File: src/logic/unb_pkg.sv
// constants, register map and state layout of the nine-bit serial port
package unb_pkg;

    // ****************************************************
    // register map (byte addresses, one word each)
    // ****************************************************
    localparam int         ADDR_W         = 8;
    localparam logic [7:0] OFF_SER_CTL    = 8'h00;
    localparam logic [7:0] OFF_SER_BUF    = 8'h04;
    localparam logic [7:0] OFF_PWR_CTL    = 8'h08;
    localparam logic [7:0] OFF_AUX_CTL    = 8'h0C;
    localparam logic [7:0] OFF_T1_RELOAD  = 8'h10;
    localparam logic [7:0] OFF_BRT_RELOAD = 8'h14;
    localparam logic [7:0] OFF_SLV_ADDR   = 8'h18;
    localparam logic [7:0] OFF_SLV_MASK   = 8'h1C;

    // ****************************************************
    // field positions
    // ****************************************************
    localparam int CTL_MODE_HI = 7;
    localparam int CTL_MODE_LO = 6;
    localparam int CTL_MP_EN   = 5;
    localparam int CTL_RX_EN   = 4;
    localparam int CTL_TX_B9   = 3;
    localparam int CTL_RX_B9   = 2;
    localparam int CTL_TX_DONE = 1;
    localparam int CTL_RX_DONE = 0;
    localparam int PWR_DOUBLE  = 7;
    localparam int PWR_FE_SEL  = 6;
    localparam int AUX_T1_SPD  = 6;
    localparam int AUX_BRT_SPD = 2;
    localparam int AUX_SRC_SEL = 0;

    // ****************************************************
    // reset values, codes and cycle counts
    // ****************************************************
    localparam logic [7:0] REG_RST     = 8'h00;
    localparam logic       LINE_IDLE   = 1'h1;
    localparam logic [1:0] MODE_SHIFT  = 2'h0;
    localparam logic [1:0] MODE_8VAR   = 2'h1;
    localparam logic [1:0] MODE_9FIX   = 2'h2;
    localparam logic [1:0] RESP_OKAY   = 2'h0;
    localparam logic [1:0] RESP_SLVERR = 2'h2;
    localparam logic [3:0] PRE_LAST    = 4'hB;
    localparam logic [7:0] TMR_TOP     = 8'hFF;
    localparam logic [1:0] FIX_LAST    = 2'h3;
    localparam logic [3:0] OVS_LAST    = 4'hF;
    localparam logic [3:0] SMP_FIRST   = 4'h7;
    localparam logic [3:0] SMP_MID     = 4'h8;
    localparam logic [3:0] SMP_LAST    = 4'h9;
    localparam logic [3:0] TX_END_8BIT = 4'hA;
    localparam logic [3:0] TX_END_9BIT = 4'hB;
    localparam logic [3:0] RX_END_8BIT = 4'h9;
    localparam logic [3:0] RX_END_9BIT = 4'hA;
    localparam logic [8:0] RX_PRESET   = 9'h1FF;

    typedef enum logic {TX_IDLE, TX_SEND} unb_tx_st_t;
    typedef enum logic {RX_HUNT, RX_FRAME} unb_rx_st_t;

    // whole state of the port
    typedef struct packed {
        logic             rxd_s1;
        logic             rxd_s2;
        logic             rxd_prv;
        logic [3:0]       pre;
        logic [7:0]       t1_cnt;
        logic [7:0]       brt_cnt;
        logic             ovf_half;
        logic [1:0]       fix_cnt;
        logic [3:0]       txc;
        unb_tx_st_t       tx_st;
        logic             tx_req;
        logic [3:0]       tx_rolls;
        logic [9:0]       tx_shift;
        logic             txd;
        unb_rx_st_t       rx_st;
        logic [3:0]       rxc;
        logic [3:0]       rx_idx;
        logic [1:0]       smp;
        logic [8:0]       rx_shift;
        logic             mode_hi;
        logic             mode_lo;
        logic             mpe;
        logic             ren;
        logic             tb8;
        logic             rb8;
        logic             ti;
        logic             ri;
        logic             fe;
        logic [7:0]       rx_buf;
        logic             baud_double;
        logic             frame_err_select;
        logic             timer1_speedup;
        logic             baud_timer_speedup;
        logic             brs;
        logic [7:0]       t1_rl;
        logic [7:0]       brt_rl;
        logic [7:0]       slave_address;
        logic [7:0]       slave_address_mask;
        logic             aw_hold;
        logic [7:0]       aw_addr;
        logic             w_hold;
        logic [7:0]       w_data;
        logic             w_en;
        logic             bvalid;
        logic [1:0]       bresp;
        logic             rvalid;
        logic [7:0]       rdata;
        logic [1:0]       rresp;
    } unb_state_t;

endpackage

File: src/logic/unb_uart9.sv
// nine-bit serial port with address recognition behind an axi4-lite slave
// Behaviour
// - nine-bit frame: start, eight, ninth, stop
// - ninth bit from tx flag, into rx flag
// - fixed mode rate clock/64, or /32 doubled
// - buffer write requests; start at rollover
// - start, then data, shift inserts zeros
// - final shift, done flag at rollover eleven, ten in mode 1
// - falling edge resets counter, presets ones
// - majority of samples seven, eight, nine
// - nonzero start bit abandons the frame
// - load only if done clear, filter passes
// - eight bits to buffer; stop irrelevant except to the mode 1 filter
// - variable mode: timer overflow over 32, or 16 doubled
// - timer rate: clock/12/(256-reload) or faster
// - reception needs enable and falling edge
// - missing stop sets error; shared top bit
// - filter ignored mode 0; mode 1 stop
// - nine-bit filter: ninth set, address hit
// - eight-bit filter: stop valid, address hit
// - given address compares only masked bits
// - broadcast is address or mask
// - reset clears address and mask
`timescale 1ns/1ps
module unb_uart9
    import unb_pkg::*;
(
    input  wire logic              aclk,
    input  wire logic              aresetn,
    input  wire logic              awvalid,
    output logic                   awready,
    input  wire logic [ADDR_W-1:0] awaddr,
    input  wire logic              wvalid,
    output logic                   wready,
    input  wire logic [31:0]       wdata,
    input  wire logic [3:0]        wstrb,
    output logic                   bvalid,
    input  wire logic              bready,
    output logic [1:0]             bresp,
    input  wire logic              arvalid,
    output logic                   arready,
    input  wire logic [ADDR_W-1:0] araddr,
    output logic                   rvalid,
    input  wire logic              rready,
    output logic [31:0]            rdata,
    output logic [1:0]             rresp,
    input  wire logic              rxd,
    output logic                   txd
);

    // ****************************************************
    // helpers
    // ****************************************************

    // one reload timer step: overflow flag above next count
    function automatic logic [8:0] tmr_step(input logic [7:0] c,
                                            input logic [7:0] rl);
        if (c == TMR_TOP) begin
            return {1'b1, rl};
        end
        return {1'b0, c + 8'h01};
    endfunction

    function automatic logic maj3(input logic a,
                                  input logic b,
                                  input logic c);
        return (a & b) | (a & c) | (b & c);
    endfunction

    // given or broadcast hit; zero mask matches all
    function automatic logic addr_hit(input logic [7:0] d,
                                      input logic [7:0] sa,
                                      input logic [7:0] se);
        logic [7:0] bc;
        bc = sa | se;
        return (((d ^ sa) & se) == 8'h00) |
               (((d ^ bc) & bc) == 8'h00);
    endfunction

    unb_state_t s_reg;
    unb_state_t s_next;
    logic [1:0] mode;
    logic [8:0] t1_step;
    logic [8:0] brt_step;
    logic       pre_hit;
    logic       ovf;
    logic       tick;
    logic       roll;
    logic       fall;
    logic       bitv;
    logic [3:0] rxc_n;
    logic [3:0] rx_end;
    logic [7:0] rx_d;
    logic       rx_b9;
    logic       rx_load;
    logic       ti_set;
    logic       fe_set;
    logic [7:0] ctl_rd;
    logic [7:0] wd;

    // ****************************************************
    // next-state logic
    // ****************************************************

    // whole port in one pass: line, timing, engines, bus
    always_comb begin
        s_next  = s_reg;
        mode    = {s_reg.mode_hi, s_reg.mode_lo};
        bitv    = 1'b0;
        rxc_n   = s_reg.rxc + 4'h1;
        rx_d    = s_reg.rx_shift[7:0];
        rx_b9   = s_reg.rx_shift[8];
        rx_load = 1'b0;
        ti_set  = 1'b0;
        fe_set  = 1'b0;
        wd      = s_reg.w_data;
        rx_end  = (mode == MODE_8VAR) ? RX_END_8BIT : RX_END_9BIT;

        // receive pin: second stage feeds the samples; it and a third stage give the falling edge
        s_next.rxd_s1  = rxd;
        s_next.rxd_s2  = s_reg.rxd_s1;
        s_next.rxd_prv = s_reg.rxd_s2;
        fall = s_reg.rxd_prv & ~s_reg.rxd_s2;

        pre_hit  = (s_reg.pre == PRE_LAST);
        s_next.pre = pre_hit ? 4'h0 : s_reg.pre + 4'h1;
        t1_step  = tmr_step(s_reg.t1_cnt, s_reg.t1_rl);
        brt_step = tmr_step(s_reg.brt_cnt, s_reg.brt_rl);
        if (s_reg.timer1_speedup | pre_hit) begin
            s_next.t1_cnt = t1_step[7:0];
        end
        if (s_reg.baud_timer_speedup | pre_hit) begin
            s_next.brt_cnt = brt_step[7:0];
        end
        ovf = s_reg.brs ? brt_step[8] & (s_reg.baud_timer_speedup | pre_hit)
                        : t1_step[8] & (s_reg.timer1_speedup | pre_hit);

        // oversample tick: every overflow doubled, else half
        if (ovf) begin
            s_next.ovf_half = ~s_reg.ovf_half;
        end
        s_next.fix_cnt = s_reg.fix_cnt + 2'h1;
        // fixed mode: tick every 4 clocks, or every 2
        if (mode == MODE_9FIX) begin
            tick = s_reg.baud_double ? s_reg.fix_cnt[0]
                              : (s_reg.fix_cnt == FIX_LAST);
        end else begin
            tick = ovf & (s_reg.baud_double | s_reg.ovf_half);
        end

        // ************************************************
        // transmitter, paced by its own divide-by-16
        // ************************************************
        if (tick) begin
            s_next.txc = s_reg.txc + 4'h1;
        end
        roll = tick & (s_reg.txc == OVS_LAST);
        if (roll) begin
            case (s_reg.tx_st)
                TX_IDLE: begin
                    if (s_reg.tx_req && mode != MODE_SHIFT) begin
                        s_next.tx_req   = 1'b0;
                        s_next.tx_st    = TX_SEND;
                        s_next.tx_rolls = 4'h1;
                        s_next.txd      = 1'b0;
                    end
                end
                TX_SEND: begin
                    s_next.tx_rolls = s_reg.tx_rolls + 4'h1;
                    // data enabled one bit after start
                    if (s_reg.tx_rolls == 4'h1) begin
                        s_next.txd = s_reg.tx_shift[0];
                    // last shift ends send, sets done
                    end else if (s_next.tx_rolls ==
                                 ((mode == MODE_8VAR) ? TX_END_8BIT
                                                      : TX_END_9BIT)) begin
                        s_next.tx_shift = {1'b0, s_reg.tx_shift[9:1]};
                        s_next.txd      = LINE_IDLE;
                        s_next.tx_st    = TX_IDLE;
                        ti_set          = 1'b1;
                    end else begin
                        // zeros come in from the left
                        s_next.tx_shift = {1'b0, s_reg.tx_shift[9:1]};
                        s_next.txd      = s_reg.tx_shift[1];
                    end
                end
                default: s_next.tx_st = TX_IDLE;
            endcase
        end

        // ************************************************
        // receiver
        // ************************************************
        case (s_reg.rx_st)
            RX_HUNT: begin
                // enable plus falling edge starts a frame
                if (s_reg.ren && mode != MODE_SHIFT && fall) begin
                    s_next.rx_st    = RX_FRAME;
                    s_next.rxc      = 4'h0;
                    s_next.rx_idx   = 4'h0;
                    s_next.rx_shift = RX_PRESET;
                end
            end
            RX_FRAME: begin
                if (tick) begin
                    s_next.rxc = rxc_n;
                    // samples at states 7, 8 and 9
                    if (rxc_n == SMP_FIRST || rxc_n == SMP_MID) begin
                        s_next.smp = {s_reg.smp[0], s_reg.rxd_s2};
                    end
                    if (rxc_n == SMP_LAST) begin
                        bitv = maj3(s_reg.smp[1], s_reg.smp[0],
                                    s_reg.rxd_s2);
                        if (s_reg.rx_idx == 4'h0) begin
                            if (bitv) begin
                                s_next.rx_st = RX_HUNT;
                            end else begin
                                s_next.rx_idx = 4'h1;
                            end
                        end else if (s_reg.rx_idx != rx_end) begin
                            // data and ninth bit, lsb first
                            s_next.rx_shift = {bitv, s_reg.rx_shift[8:1]};
                            s_next.rx_idx   = s_reg.rx_idx + 4'h1;
                        end else begin
                            s_next.rx_st = RX_HUNT;
                            // low stop bit is a frame error
                            fe_set = ~bitv;
                            if (mode == MODE_8VAR) begin
                                rx_d  = s_reg.rx_shift[8:1];
                                rx_b9 = bitv;
                            end
                            // gate on done flag and filter
                            rx_load = ~s_reg.ri &
                                      (~s_reg.mpe |
                                       (rx_b9 &
                                        addr_hit(rx_d, s_reg.slave_address,
                                                 s_reg.slave_address_mask)));
                        end
                    end
                end
            end
            default: s_next.rx_st = RX_HUNT;
        endcase

        // ************************************************
        // axi4-lite slave
        // ************************************************

        // address and data are latched independently
        if (awvalid && !s_reg.aw_hold) begin
            s_next.aw_hold = 1'b1;
            s_next.aw_addr = awaddr;
        end
        if (wvalid && !s_reg.w_hold) begin
            s_next.w_hold = 1'b1;
            s_next.w_data = wdata[7:0];
            s_next.w_en   = wstrb[0];
        end
        if (s_reg.bvalid && bready) begin
            s_next.bvalid = 1'b0;
        end

        // write takes effect once both halves are held
        if (s_reg.aw_hold && s_reg.w_hold && !s_reg.bvalid) begin
            s_next.aw_hold = 1'b0;
            s_next.w_hold  = 1'b0;
            s_next.bvalid  = 1'b1;
            s_next.bresp   = RESP_OKAY;
            case (s_reg.aw_addr)
                OFF_SER_CTL: begin
                    if (s_reg.w_en) begin
                        // a zero top bit clears the error when selected
                        if (s_reg.frame_err_select) begin
                            s_next.fe = s_reg.fe & wd[CTL_MODE_HI];
                        end else begin
                            s_next.mode_hi = wd[CTL_MODE_HI];
                        end
                        s_next.mode_lo = wd[CTL_MODE_LO];
                        s_next.mpe     = wd[CTL_MP_EN];
                        s_next.ren     = wd[CTL_RX_EN];
                        s_next.tb8     = wd[CTL_TX_B9];
                        s_next.rb8     = wd[CTL_RX_B9];
                        s_next.ti      = wd[CTL_TX_DONE];
                        s_next.ri      = wd[CTL_RX_DONE];
                    end
                end
                OFF_SER_BUF: begin
                    // ninth bit copied from the tx flag
                    if (s_reg.w_en) begin
                        s_next.tx_req   = 1'b1;
                        s_next.tx_shift = (mode == MODE_8VAR)
                                        ? {2'h3, wd}
                                        : {1'b1, s_reg.tb8, wd};
                    end
                end
                OFF_PWR_CTL: begin
                    if (s_reg.w_en) begin
                        s_next.baud_double  = wd[PWR_DOUBLE];
                        s_next.frame_err_select = wd[PWR_FE_SEL];
                    end
                end
                OFF_AUX_CTL: begin
                    if (s_reg.w_en) begin
                        s_next.timer1_speedup  = wd[AUX_T1_SPD];
                        s_next.baud_timer_speedup = wd[AUX_BRT_SPD];
                        s_next.brs    = wd[AUX_SRC_SEL];
                    end
                end
                OFF_T1_RELOAD: begin
                    if (s_reg.w_en) begin
                        s_next.t1_rl = wd;
                    end
                end
                OFF_BRT_RELOAD: begin
                    if (s_reg.w_en) begin
                        s_next.brt_rl = wd;
                    end
                end
                OFF_SLV_ADDR: begin
                    if (s_reg.w_en) begin
                        s_next.slave_address = wd;
                    end
                end
                OFF_SLV_MASK: begin
                    if (s_reg.w_en) begin
                        s_next.slave_address_mask = wd;
                    end
                end
                default: s_next.bresp = RESP_SLVERR;
            endcase
        end

        // control read shows error or mode bit
        ctl_rd = {s_reg.frame_err_select ? s_reg.fe : s_reg.mode_hi,
                  s_reg.mode_lo, s_reg.mpe, s_reg.ren, s_reg.tb8,
                  s_reg.rb8, s_reg.ti, s_reg.ri};

        // read answer is registered, one cycle after the address
        if (s_reg.rvalid && rready) begin
            s_next.rvalid = 1'b0;
        end
        if (arvalid && !s_reg.rvalid) begin
            s_next.rvalid = 1'b1;
            s_next.rresp  = RESP_OKAY;
            case (araddr)
                OFF_SER_CTL:    s_next.rdata = ctl_rd;
                OFF_SER_BUF:    s_next.rdata = s_reg.rx_buf;
                OFF_PWR_CTL:    s_next.rdata = {s_reg.baud_double, s_reg.frame_err_select,
                                                6'h00};
                OFF_AUX_CTL:    s_next.rdata = {1'b0, s_reg.timer1_speedup, 3'h0,
                                                s_reg.baud_timer_speedup, 1'b0,
                                                s_reg.brs};
                OFF_T1_RELOAD:  s_next.rdata = s_reg.t1_rl;
                OFF_BRT_RELOAD: s_next.rdata = s_reg.brt_rl;
                OFF_SLV_ADDR:   s_next.rdata = s_reg.slave_address;
                OFF_SLV_MASK:   s_next.rdata = s_reg.slave_address_mask;
                default: begin
                    s_next.rdata = REG_RST;
                    s_next.rresp = RESP_SLVERR;
                end
            endcase
        end

        // hardware sets come last so they beat a same-cycle clear
        if (ti_set) begin
            s_next.ti = 1'b1;
        end
        if (fe_set) begin
            s_next.fe = 1'b1;
        end
        // eight data bits to buffer, ninth to flag
        if (rx_load) begin
            s_next.rx_buf = rx_d;
            s_next.rb8    = rx_b9;
            s_next.ri     = 1'b1;
        end
    end

    // ****************************************************
    // state register
    // ****************************************************

    // reset zeroes address and mask with the rest; txd and the rxd stages load idle high
    always_ff @(posedge aclk) begin
        if (!aresetn) begin
            s_reg         <= '0;
            s_reg.txd     <= LINE_IDLE;
            s_reg.rxd_s1  <= LINE_IDLE;
            s_reg.rxd_s2  <= LINE_IDLE;
            s_reg.rxd_prv <= LINE_IDLE;
        end else begin
            s_reg <= s_next;
        end
    end

    // handshake outputs from held flags; data from flip-flops
    assign awready = ~s_reg.aw_hold;
    assign wready  = ~s_reg.w_hold;
    assign bvalid  = s_reg.bvalid;
    assign bresp   = s_reg.bresp;
    assign arready = ~s_reg.rvalid;
    assign rvalid  = s_reg.rvalid;
    assign rdata   = {24'h000000, s_reg.rdata};
    assign rresp   = s_reg.rresp;
    assign txd     = s_reg.txd;

endmodule

File: config.mk
export PLATFORM = sky130hd
export DESIGN_NAME = unb_uart9
export DESIGN_NICKNAME = d
export VERILOG_FILES = /design/src/logic/unb_pkg.sv /design/src/logic/unb_uart9.sv
export SDC_FILE = /design/constraint.sdc
export NUM_CORES = 1
export LEC_CHECK = 0
export ABC_AREA = 1
export BUFFER_PORTS_ARGS = -buffer_cell sky130_fd_sc_hd__buf_2
export CORE_ASPECT_RATIO = 0.9
export CORE_UTILIZATION = 25
export CTS_BUF_LIST = sky130_fd_sc_hd__clkbuf_8
export DETAILED_ROUTE_END_ITERATION = 12
export PLACE_DENSITY = 0.45
export SLEW_MARGIN = 20
export SYNTH_ARGS = -nofsm -noshare
export SYNTH_HDL_FRONTEND = slang
export SYNTH_SLANG_ARGS = --single-unit
File: constraint.sdc
create_clock -name aclk -period 1.7 [get_ports aclk]
set_input_delay 0 -clock aclk [delete_from_list [all_inputs] [get_ports aclk]]
set_output_delay 0 -clock aclk [all_outputs]
set_load 0.02 [all_outputs]
==> Yosys cells after proc, flatten, opt, wreduce, memory -nomap -nowiden <==
Cells that the tools add are included.
W data, S select, Z words.
{ "totals": {"regBits": 154, "inputBits": 60, "wordCells": 279, "out_inout_bits": 42} }
{ "classes": {"n_bitwise": 35, "n_addsub": 8, "mux": 100, "eq_ne": 35, "n_reduce_logical": 53} }
{ "op_table": {"columns": ["op", "n"], "rows": [
  ["$mux W9", 10],
  ["$mux W8", 11],
  ["$eq A8 B5 Y1 const B", 8],
  ["$pmux W8 S8", 1],
  ["$mux W1", 52],
  ["$mux W10", 5],
  ["$pmux W9 S2", 2],
  ["$eq A8 B4 Y1 const B", 4],
  ["$logic_not A8 Y1", 4],
  ["$reduce_and A3 Y1", 10],
  ["$mux W4", 7],
  ["$reduce_bool A2 Y1", 13],
  ["$add A4 B1 Y4 const B", 5],
  ["$mux W20", 1],
  ["$add A8 B1 Y8 const B", 2],
  ["$and A8 B8 Y8", 2],
  ["$eq A4 B4 Y1 const B", 4],
  ["$eq A8 B3 Y1 const B", 2],
  ["$eq A8 B8 Y1 const B", 2],
  ["$mux W16", 1],
  ["$reduce_or A8 Y1", 2],
  ["$xor A8 B8 Y8", 2],
  ["$not A1 Y1", 12],
  ["$and A1 B1 Y1", 11],
  ["27 further kinds", 58]
]} }

==> Logic depth before layout (Yosys ltp) <==
Gate-level depths: netlist (run 1).
{ "logic_depth": {"word_depth": 23, "mapped_depth": 15, "ltp_nobuf": 15} }

==> Least setup slack after synthesis (run 1) <==
Ideal clock, no wire load.
{ "synth_timing": {"path_kind": "register to register", "from": "register s_reg[139] (netlist name)", "to": "register s_reg[76] (netlist name)", "arrival_ns": 1.708, "setup_time_ns": 0.113, "synth_period_minus_slack_ns": 1.821, "required_ns": 1.587, "path_slack_ns": -0.121, "path_stages_with_launch": 15, "path_buffers": 2, "path_cell_list": "dfxtp_1 > ha_1 > nand2_1 > nor2_4 > nand3_2 > nand2_2 > nand2_2 > nand2_4 > buf_8 > nand3_4 > nor2_8 > buf_6 > nand3_1 > nand2_1 > nor2_1"} }
{ "synth_via": {"elab_chain_cells": 9, "elab_cells_between_ends": 11, "classes_between": "eq/ne: 1; mux: 8; bitwise: 2"} }
{ "synth_lines": {"columns": ["item", "line", "rtl"], "rows": [
  ["start: declaration", "unb_uart9.sv:80", "unb_state_t s_reg;"],
  ["start signal: assignment", "unb_uart9.sv:392", "s_reg <= s_next;"],
  ["$eq A8 B8 Y1 (*)", "unb_uart9.sv:58", "if (c == TMR_TOP) begin"],
  ["$mux W1 (*)", "unb_uart9.sv:58", null],
  ["$mux W9 (*)", "unb_uart9.sv:61", "return {1'b0, c + 8'h01};"],
  ["$and A1 B1 Y1 (*)", "unb_uart9.sv:136", ": t1_step[8] & (s_reg.timer1_speedup | pre_hit);"],
  ["$mux W1 (*)", "unb_uart9.sv:135", "ovf = s_reg.brs ? brt_step[8] & (s_reg.baud_timer_speedup | pre_hit)"],
  ["$and A1 B1 Y1 (*)", "unb_uart9.sv:148", "tick = ovf & (s_reg.baud_double | s_reg.ovf_half);"],
  ["$mux W1 (*)", "unb_uart9.sv:144", "if (mode == MODE_9FIX) begin"],
  ["$mux W8 or $mux W1 (tied branches)", "unb_uart9.sv:205", "if (tick) begin"],
  ["$mux W8 or $mux W1 (tied branches)", "unb_uart9.sv:194", "case (s_reg.rx_st)"]
]} }
Every way passes the cells marked *; elsewhere a longest branch is shown, timed or not.
A chain may end at the register's enable or synchronous reset.

==> Worst setup path in the final report (run 1) <==
{ "layout_timing": {"from": "register s_reg[147] (netlist name)", "to": "register s_reg[116] (netlist name)"} }
{ "layout_via": {"elab_chain_cells": 11, "elab_cells_between_ends": 13, "classes_between": "eq/ne: 1; mux: 6; bitwise: 6"} }
{ "layout_lines": {"columns": ["item", "line", "rtl"], "rows": [
  ["$eq A4 B4 Y1 (*)", "unb_uart9.sv:125", "pre_hit = (s_reg.pre == PRE_LAST);"],
  ["$or A1 B1 Y1, on equally long branches", "unb_uart9.sv:136, unb_uart9.sv:135", null],
  ["$and A1 B1 Y1, on equally long branches", "unb_uart9.sv:136, unb_uart9.sv:135", null],
  ["$mux W1 (*)", "unb_uart9.sv:135", null],
  ["$and A1 B1 Y1 (*)", "unb_uart9.sv:148", null],
  ["$mux W1 (*)", "unb_uart9.sv:144", null],
  ["$and A1 B1 Y1 (*)", "unb_uart9.sv:157", "roll = tick & (s_reg.txc == OVS_LAST);"],
  ["$mux W16 (*)", "unb_uart9.sv:158", "if (roll) begin"],
  ["$mux W10", "unb_uart9.sv:289", "if (s_reg.w_en) begin"],
  ["$mux W10", "unb_uart9.sv:269", "case (s_reg.aw_addr)"],
  ["$mux W10 (*)", "unb_uart9.sv:264", "if (s_reg.aw_hold && s_reg.w_hold && !s_reg.bvalid) begin"]
]} }
Marked as above.

==> results of run 1 <==
[cell type report]
| class | instances | area, µm² |
|---|---|---|
| Fill cell | 3398 | 20120 |
| Timing Repair Buffer | 234 | 1888 |
| Multi-Input combinational cell | 810 | 4636 |
| Tap cell | 409 | 511.7 |
| Timing Repair inverter | 1 | 7.507 |
| Sequential cell | 152 | 3070 |
| Clock buffer | 18 | 247.7 |
| Inverter | 137 | 530.5 |
| Clock inverter | 14 | 209.0 |
[metrics by stage]
step                      instance area, µm²  utilization (%)  hold slack, ns  setup TNS (ns)
after CTS                              10670            34.17         0.07466          -3.030
final                                  11100            35.56         0.09179          -3.097
after floorplan                         8148                -          0.1066        -0.04754
after global placement                  9423            30.19          0.2026          -8.255
after global routing                   11100            35.56          0.1104          -9.810
after detailed placement                9423            30.19          0.2027          -9.207
[worst max-delay path by stage]
stage,start,to,slack (ns),depth (start not counted)
after floorplan,s_reg[131],s_reg[76],-0.05,14
after global placement,mode[1],s_reg[74],-0.34,15
after detailed placement,mode[1],s_reg[73],-0.33,15
after CTS,s_reg[147],s_reg[116],-0.15,15
after global routing,s_reg[102],s_reg[74],-0.29,12
final,s_reg[147],s_reg[116],-0.13,15
[timing repair]
| action | in CTS | in global routing |
|---|---|---|
| hold buffers | 29 | 0 |
| buffers inserted | 14 | 13 |
| resized for setup | 89 | 97 |
| gates cloned | 5 | 4 |
| endpoints found under the hold margin | 34 | 0 |
| setup endpoints to repair | 50 | 98 |
| pin swaps | 25 | 33 |
[placed cells by master (no fill, tap or decap), drive strengths merged, types with 6 or more instances in the layout]
cell           n
nor3          17
nand3b         9
inv          143
or2            8
nand2        234
dfxtp        152
o2111ai        6
clkbuf        19
nand3        105
ha            13
o21ai        125
dlygate4sd3   29
buf          203
a21oi        104
nor2         116
conb          26
[power breakdown]
group | total (mW) | switching (mW) | internal [mW] | leakage [nW]
sequential | 3.66 | 0.0503 | 3.61 | 1.24
clock | 3.29 | 1.60 | 1.69 | 0.233
combinational | 0.552 | 0.347 | 0.205 | 3.45
[logic make-up after synthesis]
| kind of cell | Yosys count |
|---|---|
| flip-flops | 152 |
| buffers and inverters | 213 |
| XOR/XNOR | 6 |
| AND/OR/NAND/NOR | 490 |
| multiplexers | 3 |
| other | 1 |
| adder cells (fa/ha/maj) | 13 |
| AO/OA/AOI/OAI | 267 |
[metal layers]
layer  global-route usage (%)  vias to the layer above  wire (µm)
met5                        0                        -          0
met4                    3.548                        0        178
met3                    3.367                       16       1452
met2                    23.91                      202      10980
met1                    24.00                     3742      13390
li1                         -                     4139          -
[worst max-delay path, stage by stage, from the launching register on]
cell and delay [ns]:
dfxtp_2 0.36, ha_4 0.15, nand3_4 0.08, nand2_4 0.08, nand3_2 0.08, nand2_2 0.10
nand2_4 0.07, nand2_8 0.10, nand2_4 0.07, nor2_4 0.16, buf_6 0.15, nand2_8 0.06
nand2_2 0.07, nand3_2 0.05, nand3_1 0.08, inv_1 0.05
==> flow_metrics.tcl, run 1 <==
set metrics [dict create \
    outcome "finished, violations left" \
    violations "negative setup slack" \
    antenna_found_initial 0 \
    core_um2 31220 \
    seq_area_frac_synth_pct 38.05 \
    drv_slew 0 \
    post-place-ws_ns -0.3328 \
    finalNonFillerCells 1775 \
    power_mw 7.503 \
    wirelength_um 26000 \
    muxShareOfSynthArea_pct 0.3912 \
    synth_area_per_cell_um2 6.984 \
    gp_congestion 0.8903 \
    grt.overflow.total 0 \
    period_needed_ns 1.828 \
    ir_drop_uv 505.6 \
    finalHoldViolCount 0 \
    cts.path.max_buffers 2 \
    synth_compound_area_share_pct 18.67 \
    yosysMostFrequentCell "nand2_1" \
    row_count 61 \
    largest_reg_flops 121 \
    ys_ff_latch 152 \
    drt_iter0_markers 527 \
    grt_use_total_pct 16.26 \
    dpl.hpwl_um 18210 \
    power_density_nw_per_um2 675.9 \
    nets 1426 \
    avgViaCountPerCell 4.563 \
    die_w_um 190.5 \
    h-tree-depth 4 \
    clock_latency_ns 0.47 \
    period_share_pct 107.6 \
    r2r_slack_ns -0.13 \
    synth-async-reset-ratio_pct 0 \
    syn_area_um2 7996 \
    io_pins 102 \
    ys.flop_type "dfxtp_1" \
    fmax_ghz 0.5469 \
    drc 0 \
    ys_types 51 \
    tritoncts "done" \
    die-area_um2 32710 \
    maxCapViolations 0 \
    grt_pass1_wl_um 41300 \
    slew_headroom_pct 60.22 \
    setup_violations 32 \
    clk_pin_slew_ns 0.10 \
    grt_pass1_vias 7521 \
    timing.setup.critical_path_class "reg2reg" \
    synth_top_area_cell "dfxtp_1" \
    synth_top_cells_by_area "dfxtp_1 38%, nand2_1 10%, o21ai_0 7.7%" \
    clock-sinks 152 \
    initial_core_util_pct 25.62 \
    postRouteAntennaNets 0 \
    tightest_slew_ns 0.5958 \
    p_leak_nw 4.919 \
    vias 8099 \
    synth-simple-area-share_pct 27.23 \
    synthAdderAreaFrac_pct 2.034 \
    placed_cells 1679 \
    critPathLaunchType "flop" \
    worstRegToRegCells 15 \
    synthCells 1145 \
    yosys_warnings 0 \
    synth-edff-count 0 \
    hold_class "in2reg" \
    root_buffer "clkbuf_8" \
    avgRoutedWirePerCell_um 14.65 \
    yosys-top-cells-count "221 x nand2_1, 152 x dfxtp_1, 133 x inv_1" \
    rsz0062_at_grt "true" \
    worst_slack_ns -0.1284 \
    crit_fanout 5 \
    end_kind "flop" \
    hold_path_end "rresp[1]" \
    area_growth_pct 38.82 \
    drive_gt1_share_pct 30.09 \
    first_pass_iters 5 \
    numCtsBuffers 17 \
    worstPathArrival_ns 2.20 \
    finClkSkew_ns 0.01643 \
    yosysTopAreaCellShare_pct 38.05 \
    die_h_um 171.7 \
    r2r_end "s_reg[116]" \
    reg2reg_from "s_reg[147]" \
    n_antenna_cell 0 \
    hold_start "araddr[7]" \
    synthXorXnorAreaFrac_pct 0.7511 \
    whs_path_depth 6 \
    synth_top_family_by_area "simple AND/OR/NAND/NOR gates" \
    port_buffers 48 \
    grt_max_degree 119 \
    required_ns 2.07 \
]
Note: power is estimated with default switching activity, not from simulation.
==> run 2: changes to the inputs <==
REMOVE_ABC_BUFFERS = 1   (was default)
==> flow_metrics.tcl, run 2 (synthesis gave the netlist of run 1 again) <==
set metrics [dict create \
    port_buffers 48 \
    io_pins 102 \
    p_leak_nw 4.842 \
    grt.overflow.total 0 \
    nets 1423 \
    gp_congestion 0.9288 \
    die-area_um2 32710 \
    nFillCells 3341 \
    required_ns 2.05 \
    area_growth_pct 37.52 \
    grt_max_degree 48 \
    drc 0 \
    end_kind "flop" \
    largest_reg_flops 121 \
    post-place-ws_ns -0.3672 \
    numCtsBuffers 17 \
    drv_slew 0 \
    ir_drop_uv 367.9 \
    h-tree-depth 4 \
    critPathLaunchType "flop" \
    grt_pass1_wl_um 39500 \
    wirelength_um 25150 \
    worstRegToRegCells 12 \
    fmax_ghz 0.5439 \
    clock_latency_ns 0.46 \
    timing.setup.critical_path_class "reg2reg" \
    grt_use_total_pct 15.44 \
    slew_headroom_pct 44.59 \
    final_area_um2 11000 \
    avgViaCountPerCell 4.505 \
    dpl.hpwl_um 18060 \
    combPwrFrac_pct 7.4 \
    setup_violations 42 \
    initial_core_util_pct 25.62 \
    grt_pass1_vias 7398 \
    whs_ns 0.06136 \
    layout_common_cells "182 x nand2_1, 138 x dfxtp_1, 137 x buf_4" \
    r2r_end "s_reg[76]" \
    period_needed_ns 1.839 \
    whs_path_depth 6 \
    first_pass_iters 5 \
    postLayoutCoreUtil_pct 35.23 \
    avgRoutedWirePerCell_um 14.19 \
    die_h_um 171.7 \
    outcome "finished, violations left" \
    root_buffer "clkbuf_8" \
    hold_class "in2reg" \
    finalHoldViolCount 0 \
    finClkSkew_ns 0.01533 \
    clock-sinks 152 \
    clk_pin_slew_ns 0.09 \
    power_density_nw_per_um2 657.7 \
    vias 7983 \
    r2r_slack_ns -0.14 \
    p_int_mw 5.358 \
    postRouteAntennaNets 0 \
    p_seq_share_pct 50.7 \
    dpl_cell_area_um2 9394 \
    clkPwrFrac_pct 41.9 \
    drt_iter0_markers 422 \
    antenna_found_initial 0 \
    reg2reg_from "s_reg[102]" \
    hold_path_end "rresp[1]" \
    rsz0062_at_grt "true" \
    core_um2 31220 \
    period_share_pct 108.1 \
    worst_slack_ns -0.1385 \
    tritoncts "done" \
    row_count 61 \
    final_common_cell "nand2_1" \
    die_w_um 190.5 \
    n_antenna_cell 0 \
    worstPathArrival_ns 2.19 \
    hold_start "araddr[7]" \
    power_switching_mw 1.875 \
    violations "negative setup slack" \
    tightest_slew_ns 0.8300 \
    maxCapViolations 0 \
    swShare_pct 25.92 \
    crit_fanout 8 \
    cts.path.max_buffers 2 \
    drive_gt1_share_pct 29.93 \
]
## run 2: cell types whose count changed in the layout (fill, tap and decap cells not counted), moves of 3 or more
cell	before	now
buf_4	129	137
nand3_1	78	86
o21ai_2	9	6
nand2_4	16	12
nand2_2	28	33
buf_6	18	15
buf_12	6	9
dlygate4sd3_1	29	24
o21ai_1	5	10
nand3_2	22	15
inv_6	7	4
nand2_1	186	182
o21ai_0	111	108
## run 2: power by group through the flow
stage | combinational [mW] | clock [mW] | sequential (mW)
6_report | 0.538 | 3.03 | 3.66
4_1_cts | 0.520 | 3.13 | 3.66
3_5_place_dp | 0.468 | 0 | 3.74
2_1_floorplan | 0.228 | 0 | 3.73
3_3_place_gp | 0.468 | 0 | 3.74
5_1_grt | 0.602 | 3.26 | 3.67
## run 2: cell type report
| cell class | instances | area [µm²] | area share, % |
|---|---|---|---|
| clock buffer | 19 | 261.5 | 2.378 |
| timing repair buffer | 233 | 1868 | 16.99 |
| inverter | 137 | 524.3 | 4.767 |
| multi-input combinational | 809 | 4601 | 41.84 |
| tap | 409 | 511.7 | 4.654 |
| sequential | 152 | 3065 | 27.88 |
| clock inverter | 13 | 165.2 | 1.502 |
## run 2: how the worst max path moves through the flow
| stage | to | depth (start not counted) | startpoint | slack, ns |
|---|---|---|---|---|
| after global routing | s_reg[75] | 12 | s_reg[103] | -0.25 |
| after global placement | s_reg[120] | 13 | s_reg[147] | -0.33 |
| after CTS | s_reg[71] | 14 | s_reg[147] | -0.19 |
| after floorplan | s_reg[70] | 9 | ctl_rd[6] | -0.52 |
| after detailed placement | s_reg[120] | 13 | s_reg[147] | -0.37 |
| final | s_reg[76] | 12 | s_reg[102] | -0.14 |
## run 2: routing by layer
metal  global-route usage, %  up-vias  part of all wire (%)
met4                   2.991        0                  0.65
li1                        -     4118                     -
met5                       0        -                     0
met1                   22.01     3696                    51
met3                   2.571       12                   3.9
met2                   24.32      157                    44
## run 2: per-stage QoR
| stage | cells | power (mW) | setup TNS, ns |
|---|---|---|---|
| after floorplan | 1094 | 3.961 | -17.07 |
| after global placement | 1684 | 4.210 | -11.17 |
| after detailed placement | 1684 | 4.212 | -12.03 |
| after CTS | 1753 | 7.311 | -5.287 |
| after global routing | 1772 | 7.537 | -8.558 |
| final | 1772 | 7.233 | -3.039 |
## run 2: critical path, stage by stage (launching register included)
cell and delay (ns):
dfxtp_4 0.37, ha_4 0.16, xnor2_2 0.16, nand4_1 0.19, nor2_2 0.23, nand2_2 0.12, buf_12 0.16, nand2_2 0.05
nand2_2 0.07, inv_2 0.06, nand3_2 0.06, nand2_1 0.06, nor2_1 0.04
## run 2: repair_timing
item | in CTS | in global routing
hold buffers | 24 | 0
pin swaps | 25 | 34
setup buffers | 11 | 16
resized for setup | 71 | 124
endpoints found under the hold margin | 35 | 0
gates cloned | 2 | 3
setup endpoints to repair | 52 | 96
